## config.mk

```make
export PLATFORM = sky130hd
export DESIGN_NAME = sarc_top
export DESIGN_NICKNAME = d
export VERILOG_FILES = /design/src/sarc_pkg.sv /design/src/sarc_top.sv
export SDC_FILE = /design/constraint.sdc
export NUM_CORES = 1
export LEC_CHECK = 0
export ABC_AREA = 1
export BUFFER_PORTS_ARGS = -buffer_cell sky130_fd_sc_hd__buf_4
export CAP_MARGIN = 20
export CORE_UTILIZATION = 61
export CTS_CLUSTER_SIZE = 25
export DETAILED_ROUTE_END_ITERATION = 10
export PLACE_DENSITY = 0.79
export SYNTH_ARGS = -nofsm -noshare
export SYNTH_HDL_FRONTEND = slang
export SYNTH_SLANG_ARGS = --single-unit
```

## constraint.sdc

```tcl
create_clock -name clock_in -period 3.18 [get_ports clock_in]
set_input_delay 0.159 -clock clock_in [delete_from_list [all_inputs] [get_ports clock_in]]
set_output_delay 0.159 -clock clock_in [all_outputs]
set_load 0.01 [all_outputs]
```

## src/sarc_pkg.sv

```systemverilog
// constants shared by the result and mode control block of the successive-approximation converter
// assumes a 10 MHz system clock and a byte-addressed register port with optional 16-bit access
package sarc_pkg;

	// -------------------------------------------------------------------
	// clock and conversion timing
	// -------------------------------------------------------------------
	localparam int unsigned CLK_PERIOD_NS = 100;
	localparam int unsigned CONV_FAST_NS = 13500; // needs the pll oscillation mode
	localparam int unsigned CONV_SLOW_NS = 43000;
	localparam int unsigned CONV_FAST_CYC = (CONV_FAST_NS / CLK_PERIOD_NS < 1) ? 1 : CONV_FAST_NS / CLK_PERIOD_NS;
	localparam int unsigned CONV_SLOW_CYC = (CONV_SLOW_NS / CLK_PERIOD_NS < 1) ? 1 : CONV_SLOW_NS / CLK_PERIOD_NS;
	localparam int unsigned CYC_W = 9;

	// -------------------------------------------------------------------
	// register map
	// -------------------------------------------------------------------
	localparam logic [15:0] CH7_RESULT_LOW_ADDR = 16'hF8DE;
	localparam logic [15:0] CH7_RESULT_HIGH_ADDR = 16'hF8DF;
	localparam logic [15:0] CH8_RESULT_LOW_ADDR = 16'hF8E0;
	localparam logic [15:0] CH8_RESULT_HIGH_ADDR = 16'hF8E1;
	localparam logic [15:0] CH9_RESULT_LOW_ADDR = 16'hF8E2;
	localparam logic [15:0] CH9_RESULT_HIGH_ADDR = 16'hF8E3;
	localparam logic [15:0] CH10_RESULT_LOW_ADDR = 16'hF8E4;
	localparam logic [15:0] CH10_RESULT_HIGH_ADDR = 16'hF8E5;
	localparam logic [15:0] CH11_RESULT_LOW_ADDR = 16'hF8E6;
	localparam logic [15:0] CH11_RESULT_HIGH_ADDR = 16'hF8E7;
	localparam logic [15:0] CONVERTER_CONTROL_ZERO_ADDR = 16'hF8F0;
	localparam logic [15:0] CONVERTER_CONTROL_ONE_ADDR = 16'hF8F1;
	localparam logic [15:0] CHANNEL_SELECT_LOW_ADDR = 16'hF8F2;
	localparam logic [15:0] CHANNEL_SELECT_HIGH_ADDR = 16'hF8F3;

	// -------------------------------------------------------------------
	// fields and reset values
	// -------------------------------------------------------------------
	localparam int unsigned REPEAT_SELECT_BIT = 0;
	localparam int unsigned CONV_TIME_SELECT_BIT = 1;
	localparam int unsigned CONVERSION_RUN_BIT = 0;
	localparam int unsigned RESULT_W = 10;
	localparam int unsigned CH_W = 4;
	localparam int unsigned NUM_CH = 12;
	localparam int unsigned NUM_RESULT_CH = 5;
	localparam logic [3:0] FIRST_RESULT_CH = 4'h7;
	localparam logic [7:0] REG_RESET = 8'h00;
	localparam logic [1:0] CONTROL_RESET = 2'h0;
	localparam logic [3:0] SELECT_HIGH_RESET = 4'h0;
	localparam logic [9:0] RESULT_RESET = 10'h000;
	localparam int unsigned FIFO_DEPTH = 16;

	// -------------------------------------------------------------------
	// sequencer states
	// -------------------------------------------------------------------
	typedef enum logic [0:0] {
		SARC_IDLE = 1'b0,
		SARC_CONV = 1'b1
	} sarc_state_e;

endpackage : sarc_pkg

```

## src/sarc_top.sv

```systemverilog
// result registers, mode control and channel sequencer of the successive-approximation converter
// assumes the analog core answers each start with one tagged result on a valid/ready stream
//
// The address-and-strobe port is this design's own decision.
`timescale 1ns/1ps
`default_nettype none

// -------------------------------------------------------------------
// result fifo between the analog core and the result registers
// -------------------------------------------------------------------
// depth must be a power of two so the pointers wrap on their own
module sarc_fifo #(
	parameter int unsigned WIDTH = 14,
	parameter int unsigned DEPTH = 16
) (
	input wire logic clock_in,
	input wire logic arst_n_in,
	input wire logic in_valid_in,
	output logic in_ready_out,
	input wire logic [WIDTH-1:0] in_data_in,
	output logic out_valid_out,
	input wire logic out_ready_in,
	output logic [WIDTH-1:0] out_data_out
);
	localparam int unsigned AW = $clog2(DEPTH);
	logic [WIDTH-1:0] mem [DEPTH];
	logic [AW-1:0] wr_ptr_reg;
	logic [AW-1:0] rd_ptr_reg;
	logic [AW:0] count_reg;
	logic [AW:0] count_next;
	logic ready_reg;
	logic valid_reg;
	logic push;
	logic pop;

	// ready and valid are flops and are exactly the flags that decide the next edge's transfer
	assign push = in_valid_in && ready_reg;
	assign pop = valid_reg && out_ready_in;
	assign in_ready_out = ready_reg;
	assign out_valid_out = valid_reg;
	assign out_data_out = mem[rd_ptr_reg];

	// occupancy after this cycle's push and pop
	always_comb begin
		count_next = count_reg;
		if (push && !pop) begin
			count_next = count_reg + (AW+1)'(1);
		end else if (pop && !push) begin
			count_next = count_reg - (AW+1)'(1);
		end
	end

	// storage needs no reset, only the pointers, count and flags do
	always_ff @(posedge clock_in) begin
		if (push) begin
			mem[wr_ptr_reg] <= in_data_in;
		end
	end

	// pointers and flags
	always_ff @(posedge clock_in or negedge arst_n_in) begin
		if (!arst_n_in) begin
			wr_ptr_reg <= '0;
			rd_ptr_reg <= '0;
			count_reg <= '0;
			ready_reg <= 1'b0;
			valid_reg <= 1'b0;
		end else begin
			if (push) begin
				wr_ptr_reg <= wr_ptr_reg + AW'(1);
			end
			if (pop) begin
				rd_ptr_reg <= rd_ptr_reg + AW'(1);
			end
			count_reg <= count_next;
			ready_reg <= (count_next != (AW+1)'(DEPTH));
			valid_reg <= (count_next != '0);
		end
	end
endmodule : sarc_fifo

// Operation
// - Bits 1 and 0 of each channel's 10-bit result sit in bits 7 and 6 of its low result register.
// - Bits 9 to 2 of each channel's result sit in bits 7 to 0 of its high result register.
// - A channel's result registers change only when a conversion on that channel completes.
// - Result registers are read-only, reset to zero, and low-register bits 5 to 0 read as zero.
// - A low result register reads as a byte or as a 16-bit word with its high partner; high ones are byte only.
// - With repeat select clear, which is its reset value, each selected channel is converted once per start.
// - With repeat select set, the selected channels are converted over and over until stopped.
// - With the conversion time bit clear, a channel takes about 13.5 us, valid only with the pll running.
// - With the conversion time bit set, a channel takes about 43 us.
// - Control register zero resets to zero, bits 7 to 2 read zero and only bits 1 and 0 are writable.
// - In single mode the run bit clears itself after the highest selected channel is done.
// - Selected channels are converted in ascending order starting at the lowest one.
// - A start with no channel selected leaves the run bit at zero and starts nothing.
module sarc_top #(
	parameter int unsigned FIFO_DEPTH_P = sarc_pkg::FIFO_DEPTH
) (
	input wire logic clock_in,
	input wire logic arst_n_in,
	input wire logic [15:0] addr_in,
	input wire logic [15:0] wdata_in,
	input wire logic wide_in,
	input wire logic wr_in,
	input wire logic rd_in,
	output logic [15:0] rdata_out,
	output logic core_start_out,
	output logic [sarc_pkg::CH_W-1:0] core_channel_out,
	output logic core_slow_out,
	input wire logic res_valid_in,
	output logic res_ready_out,
	input wire logic [sarc_pkg::CH_W-1:0] res_channel_in,
	input wire logic [sarc_pkg::RESULT_W-1:0] res_data_in
);
	import sarc_pkg::*;

	localparam int unsigned TAG_W = CH_W + RESULT_W;

	sarc_state_e state_reg;
	logic [1:0] control_reg;
	logic run_reg;
	logic [7:0] select_low_reg;
	logic [3:0] select_high_reg;
	logic [RESULT_W-1:0] result_reg [NUM_RESULT_CH];
	logic [CH_W-1:0] cur_reg;
	logic [CYC_W-1:0] cnt_reg;
	logic [CYC_W-1:0] limit_reg;
	logic [15:0] rd_word;
	logic [15:0] rel_addr;
	logic [2:0] rel_idx;
	logic [NUM_CH-1:0] sel;
	logic [CH_W:0] lowest;
	logic [CH_W:0] after;
	logic start_req;
	logic stop_req;
	logic conv_end;
	logic fifo_valid;
	logic fifo_ready;
	logic [TAG_W-1:0] fifo_data;
	logic [CH_W-1:0] drain_ch;
	logic [CH_W-1:0] drain_idx;
	logic [CYC_W-1:0] limit_now;

	// lowest selected channel at or above start; the top bit says one was found
	function automatic logic [CH_W:0] first_from(input logic [NUM_CH-1:0] s, input logic [CH_W:0] start);
		logic [CH_W:0] r;
		r = '0;
		for (int i = NUM_CH - 1; i >= 0; i--) begin
			if (s[i] && (CH_W+1)'(i) >= start) begin
				r = {1'b1, CH_W'(i)};
			end
		end
		return r;
	endfunction : first_from

	// -------------------------------------------------------------------
	// register port decode
	// -------------------------------------------------------------------
	// a wide write at control zero also reaches the run bit next door
	assign sel = {select_high_reg, select_low_reg};
	assign start_req = wr_in && ((addr_in == CONVERTER_CONTROL_ONE_ADDR && wdata_in[CONVERSION_RUN_BIT])
		|| (wide_in && addr_in == CONVERTER_CONTROL_ZERO_ADDR && wdata_in[8 + CONVERSION_RUN_BIT]));
	assign stop_req = wr_in && ((addr_in == CONVERTER_CONTROL_ONE_ADDR && !wdata_in[CONVERSION_RUN_BIT])
		|| (wide_in && addr_in == CONVERTER_CONTROL_ZERO_ADDR && !wdata_in[8 + CONVERSION_RUN_BIT]));
	assign rel_addr = addr_in - CH7_RESULT_LOW_ADDR;
	assign rel_idx = rel_addr[3:1];
	assign lowest = first_from(sel, '0);
	assign after = first_from(sel, {1'b0, cur_reg} + (CH_W+1)'(1));
	assign conv_end = (state_reg == SARC_CONV) && (cnt_reg == limit_reg - CYC_W'(1));
	assign limit_now = control_reg[CONV_TIME_SELECT_BIT] ? CYC_W'(CONV_SLOW_CYC) : CYC_W'(CONV_FAST_CYC);

	// read mux: low byte packs bits 1:0 at the top, bits 5:0 read zero
	always_comb begin
		rd_word = 16'h0000;
		if (addr_in >= CH7_RESULT_LOW_ADDR && addr_in <= CH11_RESULT_HIGH_ADDR && rel_idx < 3'(NUM_RESULT_CH)) begin
			if (!rel_addr[0]) begin
				rd_word[7:0] = {result_reg[rel_idx][1:0], 6'h00};
				if (wide_in) begin
					rd_word[15:8] = result_reg[rel_idx][9:2];
				end
			end else begin
				rd_word[7:0] = result_reg[rel_idx][9:2];
			end
		end else if (addr_in == CONVERTER_CONTROL_ZERO_ADDR) begin
			rd_word[7:0] = {6'h00, control_reg};
			if (wide_in) begin
				rd_word[15:8] = {7'h00, run_reg};
			end
		end else if (addr_in == CONVERTER_CONTROL_ONE_ADDR) begin
			rd_word[7:0] = {7'h00, run_reg};
		end else if (addr_in == CHANNEL_SELECT_LOW_ADDR) begin
			rd_word[7:0] = select_low_reg;
		end else if (addr_in == CHANNEL_SELECT_HIGH_ADDR) begin
			rd_word[7:0] = {4'h0, select_high_reg};
		end
	end

	// read data stands only in the cycle after the strobe
	always_ff @(posedge clock_in or negedge arst_n_in) begin
		if (!arst_n_in) begin
			rdata_out <= 16'h0000;
		end else begin
			rdata_out <= rd_in ? rd_word : 16'h0000;
		end
	end

	// writable control and selection fields; result addresses ignore writes
	always_ff @(posedge clock_in or negedge arst_n_in) begin
		if (!arst_n_in) begin
			control_reg <= CONTROL_RESET;
			select_low_reg <= REG_RESET;
			select_high_reg <= SELECT_HIGH_RESET;
		end else if (wr_in) begin
			if (addr_in == CONVERTER_CONTROL_ZERO_ADDR) begin
				control_reg <= wdata_in[1:0];
			end
			if (addr_in == CHANNEL_SELECT_LOW_ADDR) begin
				select_low_reg <= wdata_in[7:0];
			end
			if (addr_in == CHANNEL_SELECT_HIGH_ADDR) begin
				select_high_reg <= wdata_in[3:0];
			end
		end
	end

	// -------------------------------------------------------------------
	// channel sequencer
	// -------------------------------------------------------------------
	// the block times each channel itself; the core only samples and converts
	always_ff @(posedge clock_in or negedge arst_n_in) begin
		if (!arst_n_in) begin
			state_reg <= SARC_IDLE;
			run_reg <= 1'b0;
			cur_reg <= '0;
			cnt_reg <= '0;
			limit_reg <= CYC_W'(CONV_FAST_CYC);
			core_start_out <= 1'b0;
			core_channel_out <= '0;
			core_slow_out <= 1'b0;
		end else begin
			core_start_out <= 1'b0;
			if (state_reg == SARC_IDLE) begin
				if (start_req && lowest[CH_W]) begin
					state_reg <= SARC_CONV;
					run_reg <= 1'b1;
					cur_reg <= lowest[CH_W-1:0];
					cnt_reg <= '0;
					limit_reg <= limit_now;
					core_start_out <= 1'b1;
					core_channel_out <= lowest[CH_W-1:0];
					core_slow_out <= control_reg[CONV_TIME_SELECT_BIT];
				end // an empty selection leaves run low
			end else if (stop_req) begin
				state_reg <= SARC_IDLE;
				run_reg <= 1'b0;
			end else if (conv_end) begin
				if (after[CH_W] || (control_reg[REPEAT_SELECT_BIT] && lowest[CH_W])) begin
					// next higher channel, or wrap to the lowest
					cur_reg <= after[CH_W] ? after[CH_W-1:0] : lowest[CH_W-1:0];
					core_channel_out <= after[CH_W] ? after[CH_W-1:0] : lowest[CH_W-1:0];
					cnt_reg <= '0;
					limit_reg <= limit_now;
					core_start_out <= 1'b1;
					core_slow_out <= control_reg[CONV_TIME_SELECT_BIT];
				end else begin
					state_reg <= SARC_IDLE;
					run_reg <= 1'b0;
				end
			end else begin
				cnt_reg <= cnt_reg + CYC_W'(1);
			end
		end
	end

	// -------------------------------------------------------------------
	// result path
	// -------------------------------------------------------------------
	// draining stalls during a bus read so a 16-bit read never tears
	assign fifo_ready = !rd_in;
	assign drain_ch = fifo_data[TAG_W-1:RESULT_W];
	assign drain_idx = drain_ch - FIRST_RESULT_CH;

	sarc_fifo #(
		.WIDTH(TAG_W),
		.DEPTH(FIFO_DEPTH_P)
	) u_fifo (
		.clock_in(clock_in),
		.arst_n_in(arst_n_in),
		.in_valid_in(res_valid_in),
		.in_ready_out(res_ready_out),
		.in_data_in({res_channel_in, res_data_in}),
		.out_valid_out(fifo_valid),
		.out_ready_in(fifo_ready),
		.out_data_out(fifo_data)
	);

	// only a completed result for channels 7 to 11 touches these
	always_ff @(posedge clock_in or negedge arst_n_in) begin
		if (!arst_n_in) begin
			for (int i = 0; i < NUM_RESULT_CH; i++) begin
				result_reg[i] <= RESULT_RESET;
			end
		end else if (fifo_valid && fifo_ready && drain_ch >= FIRST_RESULT_CH
			&& drain_idx < CH_W'(NUM_RESULT_CH)) begin
			result_reg[drain_idx[2:0]] <= fifo_data[RESULT_W-1:0];
		end
	end
endmodule : sarc_top

`default_nettype wire

```

[After elaboration in Yosys (flattened, before gate mapping)]
Memory sizes are Yosys's and may differ from the RTL's.
Cells that the tools add are included.
Storage, ports and cells
  flip-flop bits (word level): 121
  latch bits: 0
  bits in writable memories: 224
  bits in read-only memories: 0
  bits of input ports: 52
  output and inout port bits: 23
  memories: 1
Operators by class
  add/sub/neg operators: 9
  multipliers: 0
  divide/modulo/power cells: 0
  $lt $le $gt $ge: 20
  equality and inequality tests: 12
  shift-type cells: 0
  multiplexer cells: 80
  bitwise operators: 2
  reduce and logical (&&, ||, !) cells: 47
Memories
  u_fifo.mem: words 16, bits a word 14, rd ports 1, clocked after Yosys merged registers in 0, write ports 1, RTL line sarc_top.sv:26  | logic [WIDTH-1:0] mem [DEPTH];
Operator list (number)
  $mux W5: 26
  $mux W9: 11
  $eq A16 B16 Y1 const B: 4
  $mux W8: 7
  $bwmux W50: 1
  $mux W16: 2
  $logic_and A1 B1 Y1: 31
  $bmux W10 S3: 1
  $demux W10 S3: 1
  $mux W10: 3
  $mux W4: 7
  $mux W1: 21
  $ge A3 B5 Y1 const A: 4
  $ge A4 B5 Y1 const A: 4
  $ge A16 B16 Y1 const B: 1
  $le A16 B16 Y1 const B: 1
  $ge A1 B5 Y1 const A: 2
  $ge A2 B5 Y1 const A: 2
  $add A9 B1 Y9 const B: 1
  $eq A9 B9 Y1: 1
  $sub A9 B1 Y9 const B: 1
  $add A4 B1 Y4 const B: 2
  $ge A4 B4 Y1 const B: 2
  $not A3 Y4: 2
  22 further kinds: 32

[Logic depth before layout (Yosys ltp)]
  word-level depth: 20
  mapped depth: 21

[Hierarchy]
A second synthesis with hierarchy kept.
Second synthesis, totals
  cell total of the unflattened synthesis: 1456
  area total of the unflattened synthesis: 15183.3 um^2
Modules (own cells, without submodules)
  sarc_fifo: instances 1, cells an instance 771, area each 9746.8 um^2, seq. area each 7101.8 um^2
  sarc_top: instances 1, cells an instance 685, area each 5436.5 um^2, seq. area each 2453.6 um^2

[Worst setup path after synthesis]
Ideal clock, no wire load.
  kind: reg-to-reg
  from: register cur_reg[0]
  to: register limit_reg[5]
  arrival: 2.201 ns
  data required time: 3.061 ns
  path slack: 0.860 ns
  cell stages (with the launch flop): 14
  buffers on the path: 1
  period minus slack after synthesis: 2.320 ns
  cell sequence: dfrtp_1 ha_1 nor3_1 inv_1 o211ai_1 nand2_1 nor2_4 nand2_4 nor2_4 nand3_2 nand3_2 inv_2 buf_6 o21a_1
On the way
  longest elaborated chain between the ends: 18
  elaborated cells on any way between the ends: 40
  classes of those cells: add/sub (1); order compare (12); eq/ne (1); mux (12); reduce/logical (14)
Ends and longest elaborated chain
  start, declared: RTL line sarc_top.sv:125  | logic [CH_W-1:0] cur_reg;
  start signal, assigned: RTL line sarc_top.sv:246  | cur_reg <= lowest[CH_W-1:0];
  start signal, assigned: RTL line sarc_top.sv:259  | cur_reg <= after[CH_W] ? after[CH_W-1:0] : lowest[CH_W-1:0];
  $add A4 B1 Y5 (*): RTL line sarc_top.sv:168  | assign after = first_from(sel, {1'b0, cur_reg} + (CH_W+1)'(1));
  $ge A4 B5 Y1: RTL line sarc_top.sv:149  | if (s[i] && (CH_W+1)'(i) >= start) begin
  $logic_and A1 B1 Y1: RTL line sarc_top.sv:149
  $mux W5 (11 in series): RTL line sarc_top.sv:149
  $mux W5 (*): RTL line sarc_top.sv:149
  $logic_or A1 B1 Y1 (*): RTL line sarc_top.sv:257  | if (after[CH_W] || (control_reg[REPEAT_SELECT_BIT] && lowest[CH_W])) begin
  $ne A2 B1 Y1 (no source line) (*)
  $reduce_and A4 Y1 (no source line) (*)
  end signal, assigned: RTL line sarc_top.sv:236  | limit_reg <= CYC_W'(CONV_FAST_CYC);
  end signal, assigned: RTL line sarc_top.sv:248  | limit_reg <= limit_now;
  end signal, assigned: RTL line sarc_top.sv:262  | limit_reg <= limit_now;
  end, declared: RTL line sarc_top.sv:127  | logic [CYC_W-1:0] limit_reg;
Every way passes the cells marked *; elsewhere a longest branch is shown, timed or not.
A chain may end at the register's enable or synchronous reset.

[Final worst setup path]
  from: register u_fifo.rd_ptr_reg[0]
  to: register result_reg[30] (netlist name)
On the way
  longest elaborated chain between the ends: 8
  elaborated cells on any way between the ends: 13
  classes of those cells: add/sub (1); order compare (4); mux (3); bitwise (1); reduce/logical (3); memory (1)
Ends and longest elaborated chain
  start, declared: RTL line sarc_top.sv:28  | logic [AW-1:0] rd_ptr_reg;
  start signal, assigned: RTL line sarc_top.sv:73  | rd_ptr_reg <= rd_ptr_reg + AW'(1);
  $mem_v2 Z16 W14 (*)
  $sub A4 B3 Y4: RTL line sarc_top.sv:281  | assign drain_idx = drain_ch - FIRST_RESULT_CH;
  $not A3 Y4 (not written as such): RTL line sarc_top.sv:305  | result_reg[drain_idx[2:0]] <= fifo_data[RESULT_W-1:0];
  $ge A4 B4 Y1 (not written as such) / $lt A4 B1 Y1 (equally long branches): RTL line sarc_top.sv:305
  $logic_and A1 B1 Y1 (not written as such): RTL line sarc_top.sv:305
  $mux W10 (not written as such): RTL line sarc_top.sv:305
  $demux W10 S3: RTL line sarc_top.sv:305
  $bwmux W50: RTL line sarc_top.sv:305
  end signal, assigned by index: RTL line sarc_top.sv:305
  end, declared: RTL line sarc_top.sv:124  | logic [RESULT_W-1:0] result_reg [NUM_RESULT_CH];
Marked as above.

==> results.sh <==
export IMPL_clk_pin_slew_worst_paths_ps=60
export IMPL_nets=1529
export IMPL_drt_vias_per_instance=5.93
export IMPL_synth_cells=1362
export IMPL_async_flop_share_pct=33.5
export IMPL_firstDrtPassIters=5
export IMPL_synth_ff_type="edfxtp_1"
export IMPL_cp_max_fo=46
export IMPL_fill_cells=1660
export IMPL_ys_seq_elements=337
export IMPL_status="completed"
export IMPL_clock_path_buffers=3
export IMPL_r2r_cells=14
export IMPL_grt_pass1_vias=10500
export IMPL_fin_crit_ps=2920
export IMPL_maxCapViolations=0
export IMPL_gp_congestion=0.873
export IMPL_yosysSeqAreaShare_pct=64.9
export IMPL_setup_viol=0
export IMPL_worst_pin_slew_ps=740
export IMPL_yosys_top_cells_area="edfxtp_1 46%, dfrtp_1 19%, o21ai_0 5.4%"
export IMPL_powerDensity_nw_per_um2=801
export IMPL_fp_row_count=56
export IMPL_cts_tree="yes"
export IMPL_synth_cell_types=55
export IMPL_p_leak_nw=6.67
export IMPL_start_util_pct=62.5
export IMPL_yosys_warnings=0
export IMPL_slew_limit_headroom_pct=50.7
export IMPL_syn_to_final_growth_pct=15.1
export IMPL_yosys_area_top_type="edfxtp_1"
export IMPL_hpwl_mm=20.8
export IMPL_critPathKind="register to register"
export IMPL_drt_iter0_markers=960
export IMPL_cp_end_kind="register"
export IMPL_ios=75
export IMPL_grt_use_total_pct=28.8
export IMPL_ff2ff_setup_slack_ps=260
export IMPL_skew_ps=20.9
export IMPL_largest_reg_flops=224
export IMPL_min_to="control_reg[0]$_DFFE_PN0P_"
export IMPL_r2r_end="result_reg[30]$_DFFE_PN0P_"
export IMPL_final_setup_worst_slack_ps=261
export IMPL_clk_latency_ps=520
export IMPL_cts_max_level=2
export IMPL_totalWireLength_mm=34.5
export IMPL_worstHoldPathCells=3
export IMPL_worstPathRequired_ps=3550
export IMPL_fmax_ghz=0.343
export IMPL_period_share_pct=91.8
export IMPL_syn_area_per_cell_um2=10.8
export IMPL_wl_per_cell_um=19.1
export IMPL_syn_area_um2=14700
export IMPL_layoutNonFillerInstCount=1806
export IMPL_slew_viol_final=0
export IMPL_synth_net_count=1427
export IMPL_worstSetupStartpointType="register"
export IMPL_peakVddDrop_uv=739
export IMPL_holdCritPathClass="input port to register"
export IMPL_drc=0
export IMPL_r2r_start="u_fifo.rd_ptr_reg[0]$_DFFE_PN0P_"
export IMPL_rsz0062_at_grt="false"
export IMPL_die_area_um2=24800
export IMPL_vias=10700
export IMPL_dp_cells=1721
export IMPL_die_w_um=157
export IMPL_drtAntennaViolNets=0
export IMPL_antennaDiodeCount=0
export IMPL_crit_arrival_ps=3290
export IMPL_hold_viol_final=0
export IMPL_antenna_found_initial=0
export IMPL_tns_ps=0
export IMPL_numCtsBuffers=35
export IMPL_core_um2=23500
export IMPL_fp_dieH_um=157
export IMPL_grt_max_degree=71
export IMPL_clock_sinks=337
export IMPL_overflow=0
export IMPL_yosysTopAreaCellShare_pct=45.7
export IMPL_hp_start="wdata_in[0]"
export IMPL_synth_edff_count=224
export IMPL_total_power_mw=13.6
export IMPL_layout_drive_gt1_share_pct=13.0
export IMPL_dp_slack_ps=263
export IMPL_clockRootBuffer="clkbuf_16"
export IMPL_io_buffers=67
export IMPL_grt_first_pass_wirelength_mm=54.2
cells by family after synthesis:
logic type / Yosys count / synth area share (%)
multiplexers: 4 / 0.306
AO/OA/AOI/OAI: 347 / 14.1
buffers and inverters: 175 / 4.99
flip-flops: 337 / 64.9
adder cells (fa/ha/maj): 13 / 1.11
XOR/XNOR: 16 / 0.952
AND/OR/NAND/NOR: 470 / 13.7
worst max path at each step:
stage / from / end / slack [ps] / cells after the start
floorplan: cur_reg[0]$_DFFE_PN0P_ / limit_reg[5]$_DFFE_PN0P_ / 860 / 13
global placement: u_fifo.rd_ptr_reg[0]$_DFFE_PN0P_ / result_reg[32]$_DFFE_PN0P_ / 380 / 14
global route: u_fifo.rd_ptr_reg[0]$_DFFE_PN0P_ / result_reg[30]$_DFFE_PN0P_ / 20 / 14
finish: u_fifo.rd_ptr_reg[0]$_DFFE_PN0P_ / result_reg[30]$_DFFE_PN0P_ / 260 / 14
CTS: u_fifo.rd_ptr_reg[0]$_DFFE_PN0P_ / result_reg[30]$_DFFE_PN0P_ / 170 / 14
detailed placement: u_fifo.rd_ptr_reg[0]$_DFFE_PN0P_ / result_reg[32]$_DFFE_PN0P_ / 260 / 14
through the flow:
step	utilization [%]	instance area, um2	hold slack (ps)
4_1_cts	72.0	16900	5.16
5_1_grt	72.0	16900	26.6
3_3_place_gp	66.4	15600	258
6_report	72.0	16900	25.8
2_1_floorplan	-	14700	-137
3_5_place_dp	66.4	15600	264
routing by layer:
layer	vias to the layer above	GRT usage [%]	wire length, um
met5	-	0	0
li1	5024	-	-
met2	501	47.7	16700
met4	0	12.6	1120
met3	89	4.02	2690
met1	5088	38.2	14000
timing repair:
action	CTS	global route
resized for setup	0	1
buffers inserted	0	0
setup endpoints to repair	0	10
hold buffers	25	0
hold endpoints to repair	292	0
Yosys cell counts (8+ instances only):
cell type / instances
buf_4: 9
ha_1: 13
o221ai_1: 42
o211ai_1: 18
clkbuf_1: 37
edfxtp_1: 224
buf_2: 15
a32o_1: 8
nand2_1: 197
nand3_1: 46
nand4_1: 9
nor3_1: 21
nor2_1: 163
dfrtp_1: 112
o21ai_0: 158
nand2_2: 8
inv_1: 103
a21oi_1: 19
o21ai_1: 61
o22ai_1: 17
xor2_1: 12
critical path, stage by stage, from the launching register on:
cell and delay (ps):
dfrtp_2 370, buf_12 220, inv_4 200, o21ai_0 210, o221ai_1 150, o211ai_1 150, nand2_1 150, ha_1 240
or2_1 220, nand2_1 100, nand2_1 80, nor2_1 160, nand2_2 280, nand2_1 150, o21ai_1 90
report_power, final:
part / total (mW) / internal (mW) / switching [mW] / leakage [nW]
Combinational: 4.17 / 1.25 / 2.91 / 2.67
Clock: 3.82 / 2.22 / 1.60 / 0.517
Sequential: 5.59 / 5.31 / 0.277 / 3.49
Total: 13.6 / 8.78 / 4.79 / 6.67
cell usage in the layout, fill, tap and decap left out, drive strengths merged, types with 12 or more instances in the layout:
cell type / synthesis / final
clkbuf: 37 / 46
nor3: 22 / 22
o22ai: 17 / 17
a21oi: 20 / 20
buf: 30 / 107
clkinv: 1 / 13
o21ai: 223 / 223
o211ai: 18 / 18
nand2: 206 / 206
dfrtp: 112 / 112
ha: 13 / 13
nand3: 48 / 48
dlygate4sd3: 0 / 25
o221ai: 42 / 42
nor2: 170 / 170
inv: 107 / 107
xor2: 12 / 12
edfxtp: 224 / 224
cell type report:
| class | count | area (um2) | area share, % |
|---|---|---|---|
| flip-flops and latches | 337 | 9560 | 56.4 |
| multi-input cells | 850 | 4440 | 26.2 |
| repair buffers | 132 | 1080 | 6.36 |
| clock buffers | 46 | 927 | 5.47 |
| inverters | 108 | 408 | 2.41 |
| well taps | 319 | 399 | 2.36 |
| clock inverters | 14 | 135 | 0.797 |
No activity file was read; power rests on OpenSTA's default activity.
